**config.mk**
```make
export PLATFORM = sky130hd
export DESIGN_NAME = mlr_exec
export DESIGN_NICKNAME = d
export VERILOG_FILES = /design/src/mlr_pkg.sv /design/src/mlr_decode.sv /design/src/mlr_exec.sv
export VERILOG_INCLUDE_DIRS = /design/src
export SDC_FILE = /design/constraint.sdc
export NUM_CORES = 1
export LEC_CHECK = 0
export BUFFER_PORTS_ARGS = -buffer_cell sky130_fd_sc_hd__buf_4
export CELL_PAD_IN_SITES_DETAIL_PLACEMENT = 2
export CELL_PAD_IN_SITES_GLOBAL_PLACEMENT = 2
export CORE_AREA = 2 2 105 107
export CTS_CLUSTER_SIZE = 20
export DETAILED_ROUTE_END_ITERATION = 7
export DIE_AREA = 0 0 107 109
export HOLD_SLACK_MARGIN = 0.05
export MAX_ROUTING_LAYER = met4
export PLACE_DENSITY = 0.82
export SLEW_MARGIN = 10
export SYNTH_ARGS = -nofsm -noshare
export SYNTH_HDL_FRONTEND = slang
export SYNTH_SLANG_ARGS = --single-unit
```
**constraint.sdc**
```tcl
create_clock -name clk -period 1.6 [get_ports clk]
set_input_delay 0 -clock clk [delete_from_list [all_inputs] [get_ports clk]]
set_output_delay 0 -clock clk [all_outputs]
set_load 0.03 [all_outputs]
```
**src/mlr_map.svh**
```systemverilog
// Opcode patterns, field positions, reset values and cycle counts of the move, logic and return unit.
`ifndef MLR_MAP_SVH
`define MLR_MAP_SVH

`define MLR_OPC_IDLE       12'h000
`define MLR_MSK_IDLE       12'hFFF
`define MLR_OPC_OPTION     12'h002
`define MLR_MSK_OPTION     12'hFFF
`define MLR_OPC_RET_IRQ    12'h01F
`define MLR_MSK_RET_IRQ    12'hFFF
`define MLR_OPC_BANK       12'h010
`define MLR_MSK_BANK       12'hFF8
`define MLR_OPC_STORE      12'h020
`define MLR_MSK_STORE      12'hFE0
`define MLR_OPC_OR_FILE    12'h100
`define MLR_MSK_OR_FILE    12'hFC0
`define MLR_OPC_COPY       12'h200
`define MLR_MSK_COPY       12'hFC0
`define MLR_OPC_RET_LIT    12'h800
`define MLR_MSK_RET_LIT    12'hF00
`define MLR_OPC_LIT        12'hC00
`define MLR_MSK_LIT        12'hF00

`define MLR_DEST_BIT       5
`define MLR_DEST_ACCUM     1'b0
`define MLR_DEST_FILE      1'b1
`define MLR_FADDR_LSB      0
`define MLR_LIT_LSB        0
`define MLR_BANK_LSB       0

`define MLR_RST_ACCUM      8'h00
`define MLR_RST_OPTION     8'hFF
`define MLR_RST_BANK       3'h0
`define MLR_RST_ZERO       1'b0
`define MLR_RST_IRQ_EN     1'b0
`define MLR_IRQ_EN_ON      1'b1

`define MLR_RET_CYCLES     2

`endif

```
**src/mlr_pkg.sv**
```systemverilog
// Types shared by the move, logic and return unit.
`default_nettype none
package mlr_pkg;

  typedef logic [11:0] mlr_instr_t;
  typedef logic [7:0]  mlr_data_t;
  typedef logic [4:0]  mlr_faddr_t;
  typedef logic [2:0]  mlr_bank_t;
  typedef logic [10:0] mlr_pc_t;

  typedef enum logic [3:0] {
    MLR_OP_IDLE    = 4'h0,
    MLR_OP_OR_FILE = 4'h1,
    MLR_OP_STORE   = 4'h2,
    MLR_OP_COPY    = 4'h3,
    MLR_OP_BANK    = 4'h4,
    MLR_OP_OPTION  = 4'h5,
    MLR_OP_LIT     = 4'h6,
    MLR_OP_RETIRQ  = 4'h7,
    MLR_OP_RETLIT  = 4'h8,
    MLR_OP_ILLEGAL = 4'h9
  } mlr_op_t;

  typedef struct packed {
    mlr_op_t    op;
    logic       dest;
    mlr_faddr_t faddr;
    mlr_data_t  lit;
    mlr_bank_t  bank;
  } mlr_dec_t;

  typedef enum logic [1:0] {
    MLR_ST_READY  = 2'b01,
    MLR_ST_RETURN = 2'b10
  } mlr_fsm_t;

  typedef struct packed {
    mlr_fsm_t   fsm;
    mlr_data_t  accum;
    logic       zero;
    mlr_bank_t  bank;
    mlr_data_t  option;
    logic       irq_en;
    logic       file_we;
    mlr_faddr_t file_waddr;
    mlr_data_t  file_wdata;
    logic       pc_load;
    mlr_pc_t    pc_value;
    logic       stack_pop;
    logic       pc_advance;
    logic       retire;
    logic       illegal;
  } mlr_state_t;

endpackage
`default_nettype wire
```
**src/mlr_decode.sv**
```systemverilog
// Instruction word decoder of the move, logic and return unit.
`default_nettype none
`include "mlr_map.svh"
module mlr_decode (
  input  wire mlr_pkg::mlr_instr_t instr,
  output mlr_pkg::mlr_dec_t        dec
);
  import mlr_pkg::*;

  always_comb begin
    dec       = '0;
    dec.dest  = instr[`MLR_DEST_BIT];
    dec.faddr = instr[`MLR_FADDR_LSB +: 5];
    dec.lit   = instr[`MLR_LIT_LSB +: 8];
    dec.bank  = instr[`MLR_BANK_LSB +: 3];
    // Exact patterns are tested first so that wider masks cannot shadow them.
    if ((instr & `MLR_MSK_IDLE) == `MLR_OPC_IDLE) begin
      dec.op = MLR_OP_IDLE;
    end else if ((instr & `MLR_MSK_OPTION) == `MLR_OPC_OPTION) begin
      dec.op = MLR_OP_OPTION;
    end else if ((instr & `MLR_MSK_RET_IRQ) == `MLR_OPC_RET_IRQ) begin
      dec.op = MLR_OP_RETIRQ;
    end else if ((instr & `MLR_MSK_BANK) == `MLR_OPC_BANK) begin
      dec.op = MLR_OP_BANK;
    end else if ((instr & `MLR_MSK_STORE) == `MLR_OPC_STORE) begin
      dec.op = MLR_OP_STORE;
    end else if ((instr & `MLR_MSK_OR_FILE) == `MLR_OPC_OR_FILE) begin
      dec.op = MLR_OP_OR_FILE;
    end else if ((instr & `MLR_MSK_COPY) == `MLR_OPC_COPY) begin
      dec.op = MLR_OP_COPY;
    end else if ((instr & `MLR_MSK_RET_LIT) == `MLR_OPC_RET_LIT) begin
      dec.op = MLR_OP_RETLIT;
    end else if ((instr & `MLR_MSK_LIT) == `MLR_OPC_LIT) begin
      dec.op = MLR_OP_LIT;
    end else begin
      dec.op = MLR_OP_ILLEGAL;
    end
  end

endmodule
`default_nettype wire

```
**src/mlr_exec.sv**
```systemverilog
// Execution of the move, logic and return instructions of the 8-bit core.
`default_nettype none
`include "mlr_map.svh"
module mlr_exec #(
  parameter int DATA_W  = 8,
  parameter int FADDR_W = 5,
  parameter int PC_W    = 11
) (
  input  wire logic                clk,
  input  wire logic                rst_n,
  input  wire logic                instr_valid,
  output logic                     instr_ready,
  input  wire mlr_pkg::mlr_instr_t instr,
  output mlr_pkg::mlr_faddr_t      file_raddr,
  input  wire mlr_pkg::mlr_data_t  file_rdata,
  input  wire mlr_pkg::mlr_pc_t    stack_top,
  input  wire logic                irq_taken,
  output logic                     file_we,
  output mlr_pkg::mlr_faddr_t      file_waddr,
  output mlr_pkg::mlr_data_t       file_wdata,
  output mlr_pkg::mlr_data_t       accum,
  output logic                     zero_flag,
  output mlr_pkg::mlr_bank_t       bank_select_reg,
  output mlr_pkg::mlr_data_t       option_reg,
  output logic                     global_irq_enable,
  output logic                     pc_load,
  output mlr_pkg::mlr_pc_t         pc_value,
  output logic                     stack_pop,
  output logic                     pc_advance,
  output logic                     retire,
  output logic                     illegal_op
);
  import mlr_pkg::*;

  ////////////////////////////////////////////////////////////////////////////
  // The types fix the widths, so other parameter values are refused.

  if (DATA_W != 8) begin : g_data_w_check
    $error("mlr_exec supports only DATA_W=8.");
  end
  if (FADDR_W != 5) begin : g_faddr_w_check
    $error("mlr_exec supports only FADDR_W=5.");
  end
  if (PC_W != 11) begin : g_pc_w_check
    $error("mlr_exec supports only PC_W=11.");
  end

  ////////////////////////////////////////////////////////////////////////////
  // Reset release through two flip-flops.
  // Assertion is immediate, release follows the clock, so no flop leaves reset near an edge.

  logic [1:0] rst_sync_reg;
  logic       rst_core_n;

  always_ff @(posedge clk or negedge rst_n) begin
    if (!rst_n) begin
      rst_sync_reg <= 2'h0;
    end else begin
      rst_sync_reg <= {rst_sync_reg[0], 1'b1};
    end
  end

  assign rst_core_n = rst_sync_reg[1];

  ////////////////////////////////////////////////////////////////////////////
  // Decode.

  mlr_dec_t   dec;
  mlr_state_t st_reg;
  mlr_state_t st_next;
  mlr_data_t  result;
  logic       accept;

  mlr_decode u_decode (
    .instr (instr),
    .dec   (dec)
  );

  assign file_raddr  = dec.faddr;
  // Ready stays low until the internal reset copy is released, so no word is lost in reset.
  assign instr_ready = rst_core_n && (st_reg.fsm == MLR_ST_READY);
  assign accept      = instr_valid && instr_ready;

  ////////////////////////////////////////////////////////////////////////////
  // Next state.

  always_comb begin
    st_next            = st_reg;
    st_next.file_we    = 1'b0;
    st_next.pc_load    = 1'b0;
    st_next.stack_pop  = 1'b0;
    st_next.pc_advance = 1'b0;
    st_next.retire     = 1'b0;
    st_next.illegal    = 1'b0;
    result             = file_rdata;
    // An interrupt entry clears the enable, but a return from interrupt in the same cycle sets it again.
    if (irq_taken) begin
      st_next.irq_en = `MLR_RST_IRQ_EN;
    end
    unique case (st_reg.fsm)
      MLR_ST_READY: begin
        if (accept) begin
          st_next.retire     = 1'b1;
          st_next.pc_advance = 1'b1;
          unique case (dec.op)
            MLR_OP_OR_FILE,
            MLR_OP_COPY: begin
              if (dec.op == MLR_OP_OR_FILE) begin
                result = st_reg.accum | file_rdata;
              end else begin
                result = file_rdata;
              end
              st_next.zero = (result == 8'h00);
              // The write-back of an unchanged value is kept so the file sees the access.
              if (dec.dest == `MLR_DEST_FILE) begin
                st_next.file_we    = 1'b1;
                st_next.file_waddr = dec.faddr;
                st_next.file_wdata = result;
              end else begin
                st_next.accum = result;
              end
            end
            MLR_OP_STORE: begin
              st_next.file_we    = 1'b1;
              st_next.file_waddr = dec.faddr;
              st_next.file_wdata = st_reg.accum;
            end
            MLR_OP_BANK: begin
              st_next.bank = dec.bank;
            end
            MLR_OP_OPTION: begin
              st_next.option = st_reg.accum;
            end
            MLR_OP_LIT: begin
              st_next.accum = dec.lit;
            end
            MLR_OP_RETIRQ,
            MLR_OP_RETLIT: begin
              // The second instruction cycle is spent in the return state.
              st_next.retire     = 1'b0;
              st_next.pc_advance = 1'b0;
              st_next.fsm        = MLR_ST_RETURN;
              st_next.pc_load    = 1'b1;
              st_next.pc_value   = stack_top;
              st_next.stack_pop  = 1'b1;
              if (dec.op == MLR_OP_RETIRQ) begin
                st_next.irq_en = `MLR_IRQ_EN_ON;
              end else begin
                st_next.accum = dec.lit;
              end
            end
            MLR_OP_IDLE: begin
              st_next.pc_advance = 1'b1;
            end
            MLR_OP_ILLEGAL: begin
              // Foreign opcodes belong to other units; here the marker is raised beside retire and pc_advance, and no other state changes.
              st_next.illegal = 1'b1;
            end
          endcase
        end
      end
      MLR_ST_RETURN: begin
        // Ready is low in this cycle, so a word offered now is refused, not consumed.
        st_next.fsm    = MLR_ST_READY;
        st_next.retire = 1'b1;
      end
      default: begin
        st_next.fsm = MLR_ST_READY;
      end
    endcase
  end

  ////////////////////////////////////////////////////////////////////////////
  // State register.

  always_ff @(posedge clk or negedge rst_core_n) begin
    if (!rst_core_n) begin
      st_reg            <= '0;
      st_reg.fsm        <= MLR_ST_READY;
      st_reg.accum      <= `MLR_RST_ACCUM;
      st_reg.zero       <= `MLR_RST_ZERO;
      st_reg.bank       <= `MLR_RST_BANK;
      st_reg.option     <= `MLR_RST_OPTION;
      st_reg.irq_en     <= `MLR_RST_IRQ_EN;
    end else begin
      st_reg <= st_next;
    end
  end

  ////////////////////////////////////////////////////////////////////////////
  // Outputs.

  assign file_we           = st_reg.file_we;
  assign file_waddr        = st_reg.file_waddr;
  assign file_wdata        = st_reg.file_wdata;
  assign accum             = st_reg.accum;
  assign zero_flag         = st_reg.zero;
  assign bank_select_reg   = st_reg.bank;
  assign option_reg        = st_reg.option;
  assign global_irq_enable = st_reg.irq_en;
  assign pc_load           = st_reg.pc_load;
  assign pc_value          = st_reg.pc_value;
  assign stack_pop         = st_reg.stack_pop;
  assign pc_advance        = st_reg.pc_advance;
  assign retire            = st_reg.retire;
  assign illegal_op        = st_reg.illegal;

endmodule
`default_nettype wire

```
==> metrics.csv, run 1 <==
stage,metric,value,unit
routing,Met3 Wirelength,333,µm
clock_network,H-Tree Depth,2,
synthesis,number of flops mapped to enable cells by yosys,0,
synthesis,Async SR Flop Fraction,1.00,
placement,routability cong.,0.801,
routing,vias per std cell,4.75,
placement,DP Area,0.00384,mm²
timing,minimum clock period,1800,ps
routing,top sig layer,met4,
grt,Global Route Usage Sum,0.197,
clock_network,Root Buffer,clkbuf_8,
clock_network,CTS tree,built,
timing,worst clock skew,9.71,ps
hold_path,hold-critical path depth,4,
placement,DP HPWL,7160,µm
clock_network,total CTS buffers,5,
layout,filler cell count,1100,
timing,max-slew violation count,0,
grt,first-pass GRT wire length,16600,µm
routing,Met2 Routed Length,6120,µm
floorplanning,die height,109,µm
routing,drt first-iter violations,125,
grt,pin count of the biggest net entering global routing,35,
outcome,status,"finished, violations left",
routing,WL per Instance,21.5,µm
layout,Layout area overhead,48.1,%
floorplanning,I/O pin total,92,
synthesis,Netlist Area Pre-Place,0.00296,mm²
critical_path,Setup CP Type,flop to flop,
power,P per Cell Area,1370,mW/mm²
hold_path,Worst Hold Class,input pin to flop,
layout,# diodes,0,
timing,ratio of final minimum period to clock period,1.13,
floorplanning,Core Footprint,0.0106,mm²
layout,nets@finish,410,
placement,PortBufs,91,
timing,setup ws final,-201,ps
placement,pre-CTS worst setup slack,-502,ps
synthesis,Mapped Nets,299,
critical_path,worst-case reg-to-reg path depth,6,
synthesis,post-synthesis cell count,262,
clock_network,Sink Count,54,
layout,Finished Cell Area,0.00439,mm²
power,worst IR drop on VDD,389,µV
floorplanning,FP Rows,38,
floorplanning,Starting Density,0.279,
critical_path,Critical Path AT,2020,ps
timing,final hold violation count,0,
routing,drt pass-1 iters,4,
critical_path,Worst setup EP type,flop,
grt,vias in the first global route,2767,
layout,Final Non-Filler Cells,514,
placement,Inst Count DP,483,
clock_network,Max Buffers Root-to-Sink,2,
critical_path,maximum fanout along the worst path,6,
clock_network,Skew-Pair Late Insertion Delay,320,ps
floorplanning,width of the die,107,µm
critical_path,Startpoint Class,flop,
outcome,violated checks,negative setup slack,
critical_path,worst endpoint required time,1820,ps
routing,via count,2441,
synthesis,main flop type after synthesis,dfrtp_1,
routing,met1 wire length,4290,µm
layout,max reg flops,11,
timing,Final Setup Violations,44,
job,Max Cap Viol,0,
routing,routed wire length,11100,µm
timing,RSZ-0062 raised after global routing,true,
power,Leakage,2.20,nW
routing,DRC,0,
clock_network,clk slew on worst S/H paths,110,ps
grt,grt ovf,0,
timing,Min Hold Slack,67.3,ps
floorplanning,Die ar.,0.0117,mm²
timing,achievable frequency,555,MHz
synthesis,"Avg Cell Area, Syn",11.3,µm²
synthesis,Unique masters post-synth,48,
synthesis,Yosys reg bits,54,
routing,Detail Route Antenna Nets,0,
synthesis,synth warn,0,
synthesis,sequential-to-total area share from yosys stat,0.460,
grt,initial antenna violation count,0,
layout,share of layout cells above drive strength 1,0.610,
## cell families after synthesis
logic type | Yosys count | share of synthesized area
AOI/OAI and AO/OA | 50 | 0.124
adders and majority gates | 2 | 0.00844
buffers and inverters | 68 | 0.158
DFF | 54 | 0.460
muxes | 40 | 0.159
other | 1 | 0.00127
and+or+nand+nor | 47 | 0.0895
## through the flow
stage	setup TNS, ps	util	total power [mW]
after detailed placement	-20150	0.362	4.69
final	-5780	0.414	5.99
after CTS	-3980	0.399	5.80
after floorplan	-10470	-	4.09
after global routing	-7850	0.414	6.28
after global placement	-16290	0.362	4.58
## report_power, final
group | leakage, nW | switching [mW] | total, mW | internal, mW
Combinational | 1.48 | 1.53 | 2.85 | 1.31
Sequential | 0.673 | 0.377 | 2.18 | 1.80
Clock | 0.0504 | 0.503 | 0.969 | 0.467
## placed cells by master, fill, tap and decap left out, types with 2 or more instances in the layout
cell,count
buf_4,131
dfrtp_1,44
mux2_4,19
dlygate4sd3_1,16
inv_1,12
mux2_2,10
nand2_1,9
o21ai_1,9
dfstp_2,9
a21oi_1,8
mux2i_1,8
a22o_1,8
buf_6,8
clkbuf_8,5
nand3_1,4
nand2_4,4
nor2_1,4
a21o_1,4
buf_12,4
nand4_1,3
o21ai_2,3
mux2_1,3
nand2_2,3
and2_4,2
nor3_4,2
and4_4,2
or4_4,2
a211o_1,2
o41ai_2,2
clkinvlp_4,2
## critical path: stages (launching register included)
cell     delay (ps)
dfstp_2         570
ha_4            160
and2_4          170
nand2_4          80
or4_4           550
nand2_2          90
o21ai_1          70
## cells in the mapped netlist, types with 2 or more instances
master,instances,area [µm²]
mux2_4,8,120
dfstp_2,9,236
buf_6,3,33.8
inv_1,12,45.0
nand2_1,16,60.1
mux2_1,8,90.1
and4_1,2,17.5
o21ai_0,13,65.1
nor4_1,3,18.8
a21oi_1,9,45.0
mux2_2,16,180
nor3_1,2,10.0
nand3_1,4,20.0
buf_4,51,383
nor2_1,4,15.0
nand4_1,3,18.8
a21o_1,4,30.0
dfrtp_1,45,1130
clkbuf_1,2,7.51
o41ai_1,2,17.5
and2_1,2,12.5
mux2i_1,8,80.1
a211o_1,2,17.5
ha_1,2,25.0
a22o_1,8,70.1
and3_1,2,12.5
## what timing repair did
item / 4_1_cts / 5_1_grt
pin swaps: 10 / 9
endpoints found under the hold margin: 15 / 0
hold buffers: 16 / 0
setup buffers: 3 / 5
gates cloned: 0 / 0
gates resized for setup: 27 / 30
setup endpoints to repair: 45 / 47
## final cells by class
cell class                 count  area, µm²  share of cell area
sequential                    54       1370               0.311
multi-input combinational    140       1360               0.310
timing repair buffer         160       1330               0.303
tap                          140        175              0.0399
clock buffer                   5       68.8              0.0157
clock inverter                 3       45.0              0.0103
inverter                      12       45.0              0.0103
## routing by layer
| metal | vias to the layer above | GRT usage |
|---|---|---|
| met3 | 21 | 0.0221 |
| met2 | 73 | 0.353 |
| met1 | 1253 | 0.223 |
| met4 | 0 | 0.0853 |
| met5 | - | - |
| li1 | 1094 | - |
## path summary, 6_finish.rpt
| path | endpoint | startpoint | slack (ps) |
|---|---|---|---|
| max in group asynchronous | option_reg[6]$_DFFE_PN1P_ | rst_sync_reg[1]$_DFF_PN0_ | 830 |
| min in group asynchronous | file_waddr[1]$_DFFE_PN0P_ | rst_sync_reg[1]$_DFF_PN0_ | 350 |
| worst min register to register | file_waddr[1]$_DFFE_PN0P_ | rst_sync_reg[1]$_DFF_PN0_ | 350 |
| worst max-delay path | bank_select_reg[0]$_DFFE_PN0P_ | st_reg[51]$_DFFE_PN1P_ | -200 |
| worst min-delay path | zero_flag$_DFFE_PN0P_ | file_rdata[0] | 70 |
| worst max register to register | bank_select_reg[0]$_DFFE_PN0P_ | st_reg[51]$_DFFE_PN1P_ | -200 |
Note: power is estimated with default switching activity, not from simulation.
==> run 2, diff against run 1 <==
--- a/config.mk
+++ b/config.mk
@@ -15,7 +15,7 @@
 export DIE_AREA = 0 0 107 109
 export HOLD_SLACK_MARGIN = 0.05
 export MAX_ROUTING_LAYER = met4
-export PLACE_DENSITY = 0.82
+export PLACE_DENSITY = 0.74
 export SLEW_MARGIN = 10
 export SYNTH_ARGS = -nofsm -noshare
 export SYNTH_HDL_FRONTEND = slang
==> metrics.csv, run 2 (synthesis results as in run 1) <==
stage,metric,value,unit
hold_path,Worst Hold Class,input pin to flop,
critical_path,worst-case reg-to-reg path depth,6,
grt,grt ovf,0,
power,worst IR drop on VDD,474,µV
floorplanning,width of the die,107,µm
clock_network,H-Tree Depth,2,
layout,"commonest cells after routing, fill and taps aside","buf_4, dfrtp_1, mux2_4",
layout,nets@finish,434,
clock_network,Sink Count,54,
routing,drt first-iter violations,89,
hold_path,Worst Hold End,file_waddr[1]$_DFFE_PN0P_,
grt,first-pass GRT wire length,17300,µm
timing,final hold violation count,0,
clock_network,clk slew on worst S/H paths,110,ps
layout,"commonest non-fill, non-tap cell in the layout",buf_4,
layout,Final Non-Filler Cells,538,
grt,Global Route Usage Sum,0.206,
clock_network,total CTS buffers,5,
outcome,violated checks,negative setup slack,
grt,vias in the first global route,2848,
routing,WL per Instance,23.7,µm
layout,filler cell count,1105,
floorplanning,Core Footprint,0.0106,mm²
routing,routed wire length,12800,µm
placement,DP HPWL,7120,µm
power,Leakage,2.34,nW
timing,RSZ-0062 raised after global routing,true,
layout,# diodes,0,
layout,Layout area overhead,56.3,%
routing,Detail Route Antenna Nets,0,
critical_path,"setup slack, reg-to-reg",-200,ps
timing,max-slew violation count,0,
timing,Final Setup Violations,49,
placement,PortBufs,91,
routing,vias per std cell,4.82,
grt,pin count of the biggest net entering global routing,37,
placement,Inst Count DP,490,
timing,worst clock skew,10.1,ps
critical_path,Startpoint Class,input pin,
hold_path,Hold Startpoint,instr[1],
timing,minimum clock period,1830,ps
timing,setup TNS,-6500,ps
clock_network,CTS tree,built,
critical_path,RR Startpoint,st_reg[51]$_DFFE_PN1P_,
floorplanning,Die ar.,0.0117,mm²
critical_path,Critical Path AT,2060,ps
job,Max Cap Viol,0,
layout,share of layout cells above drive strength 1,0.631,
critical_path,Worst setup EP type,flop,
routing,DRC,0,
clock_network,Max Buffers Root-to-Sink,2,
timing,ratio of final minimum period to clock period,1.14,
grt,initial antenna violation count,0,
floorplanning,die height,109,µm
layout,final core area utilization,0.437,
critical_path,worst endpoint required time,1830,ps
floorplanning,FP Rows,38,
hold_path,hold-critical path depth,3,
layout,max reg flops,11,
timing,achievable frequency,546,MHz
routing,via count,2593,
floorplanning,I/O pin total,92,
critical_path,maximum fanout along the worst path,8,
power,P per Cell Area,1350,mW/mm²
placement,routability cong.,0.755,
routing,drt pass-1 iters,5,
outcome,status,"finished, violations left",
timing,setup ws final,-232,ps
floorplanning,Starting Density,0.279,
clock_network,Skew-Pair Late Insertion Delay,340,ps
critical_path,Worst R2R End,accum[0]$_DFFE_PN0P_,
clock_network,Root Buffer,clkbuf_8,
critical_path,Setup CP Type,input pin to flop,
run 2: worst max-delay path, cell delays in order:
cell and delay [ps]:
buf_8 100, or4_4 570, nor3b_2 240, a221o_2 220
a2bb2oi_2 220, a31o_1 230, buf_12 150, mux2_4 320
run 2: stage by stage:
step	hold slack, ps	setup WS [ps]	area [µm²]	power (mW)
floorplan	-296	-324	3030	4.09
global placement	-217	-407	3890	4.60
detailed placement	-211	-492	3890	4.71
CTS	59.7	-151	4390	5.97
global route	44.8	-250	4630	6.48
finish	48.8	-232	4630	6.23
run 2: timing repair:
item,in CTS,in global routing
hold buffers,23,0
cloned,0,2
pin swaps,10,13
buffers inserted,6,10
endpoints found under the hold margin,17,0
endpoints found under the setup margin,46,48
gates resized for setup,33,40
run 2: power breakdown:
| group | internal (mW) | switching [mW] | leakage [nW] | total (mW) |
|---|---|---|---|---|
| logic | 1.41 | 1.62 | 1.61 | 3.03 |
| registers | 1.80 | 0.412 | 0.673 | 2.21 |
| clock network | 0.467 | 0.531 | 0.0504 | 0.998 |
| total | 3.67 | 2.56 | 2.34 | 6.23 |
run 2: area by class of cell:
cell class | count | area, µm² | share of cell area
Multi-Input combinational cell | 140 | 1390 | 0.301
Inverter | 12 | 45.0 | 0.00972
Clock inverter | 3 | 45.0 | 0.00972
Tap cell | 140 | 175 | 0.0378
Sequential cell | 54 | 1370 | 0.295
Clock buffer | 5 | 68.8 | 0.0149
Timing Repair Buffer | 184 | 1540 | 0.332
run 2: worst max-delay path by stage:
stage / slack [ps] / to / from
after CTS: -150 / accum[1]$_DFFE_PN0P_ / st_reg[51]$_DFFE_PN1P_
after floorplan: -320 / bank_select_reg[0]$_DFFE_PN0P_ / rst_sync_reg[1]$_DFF_PN0_
after global routing: -250 / accum[0]$_DFFE_PN0P_ / instr[10]
after detailed placement: -490 / pc_value[0]$_DFFE_PN0P_ / instr[10]
after global placement: -410 / pc_value[10]$_DFFE_PN0P_ / instr[10]
final: -230 / accum[0]$_DFFE_PN0P_ / instr[10]
run 2: routing by layer:
metal,vias up,routed length (µm),global-route usage
li1,1143,-,-
met1,1363,5300,0.242
met2,68,6750,0.357
met3,19,432,0.0323
met4,0,278,0.0779
met5,-,0,-
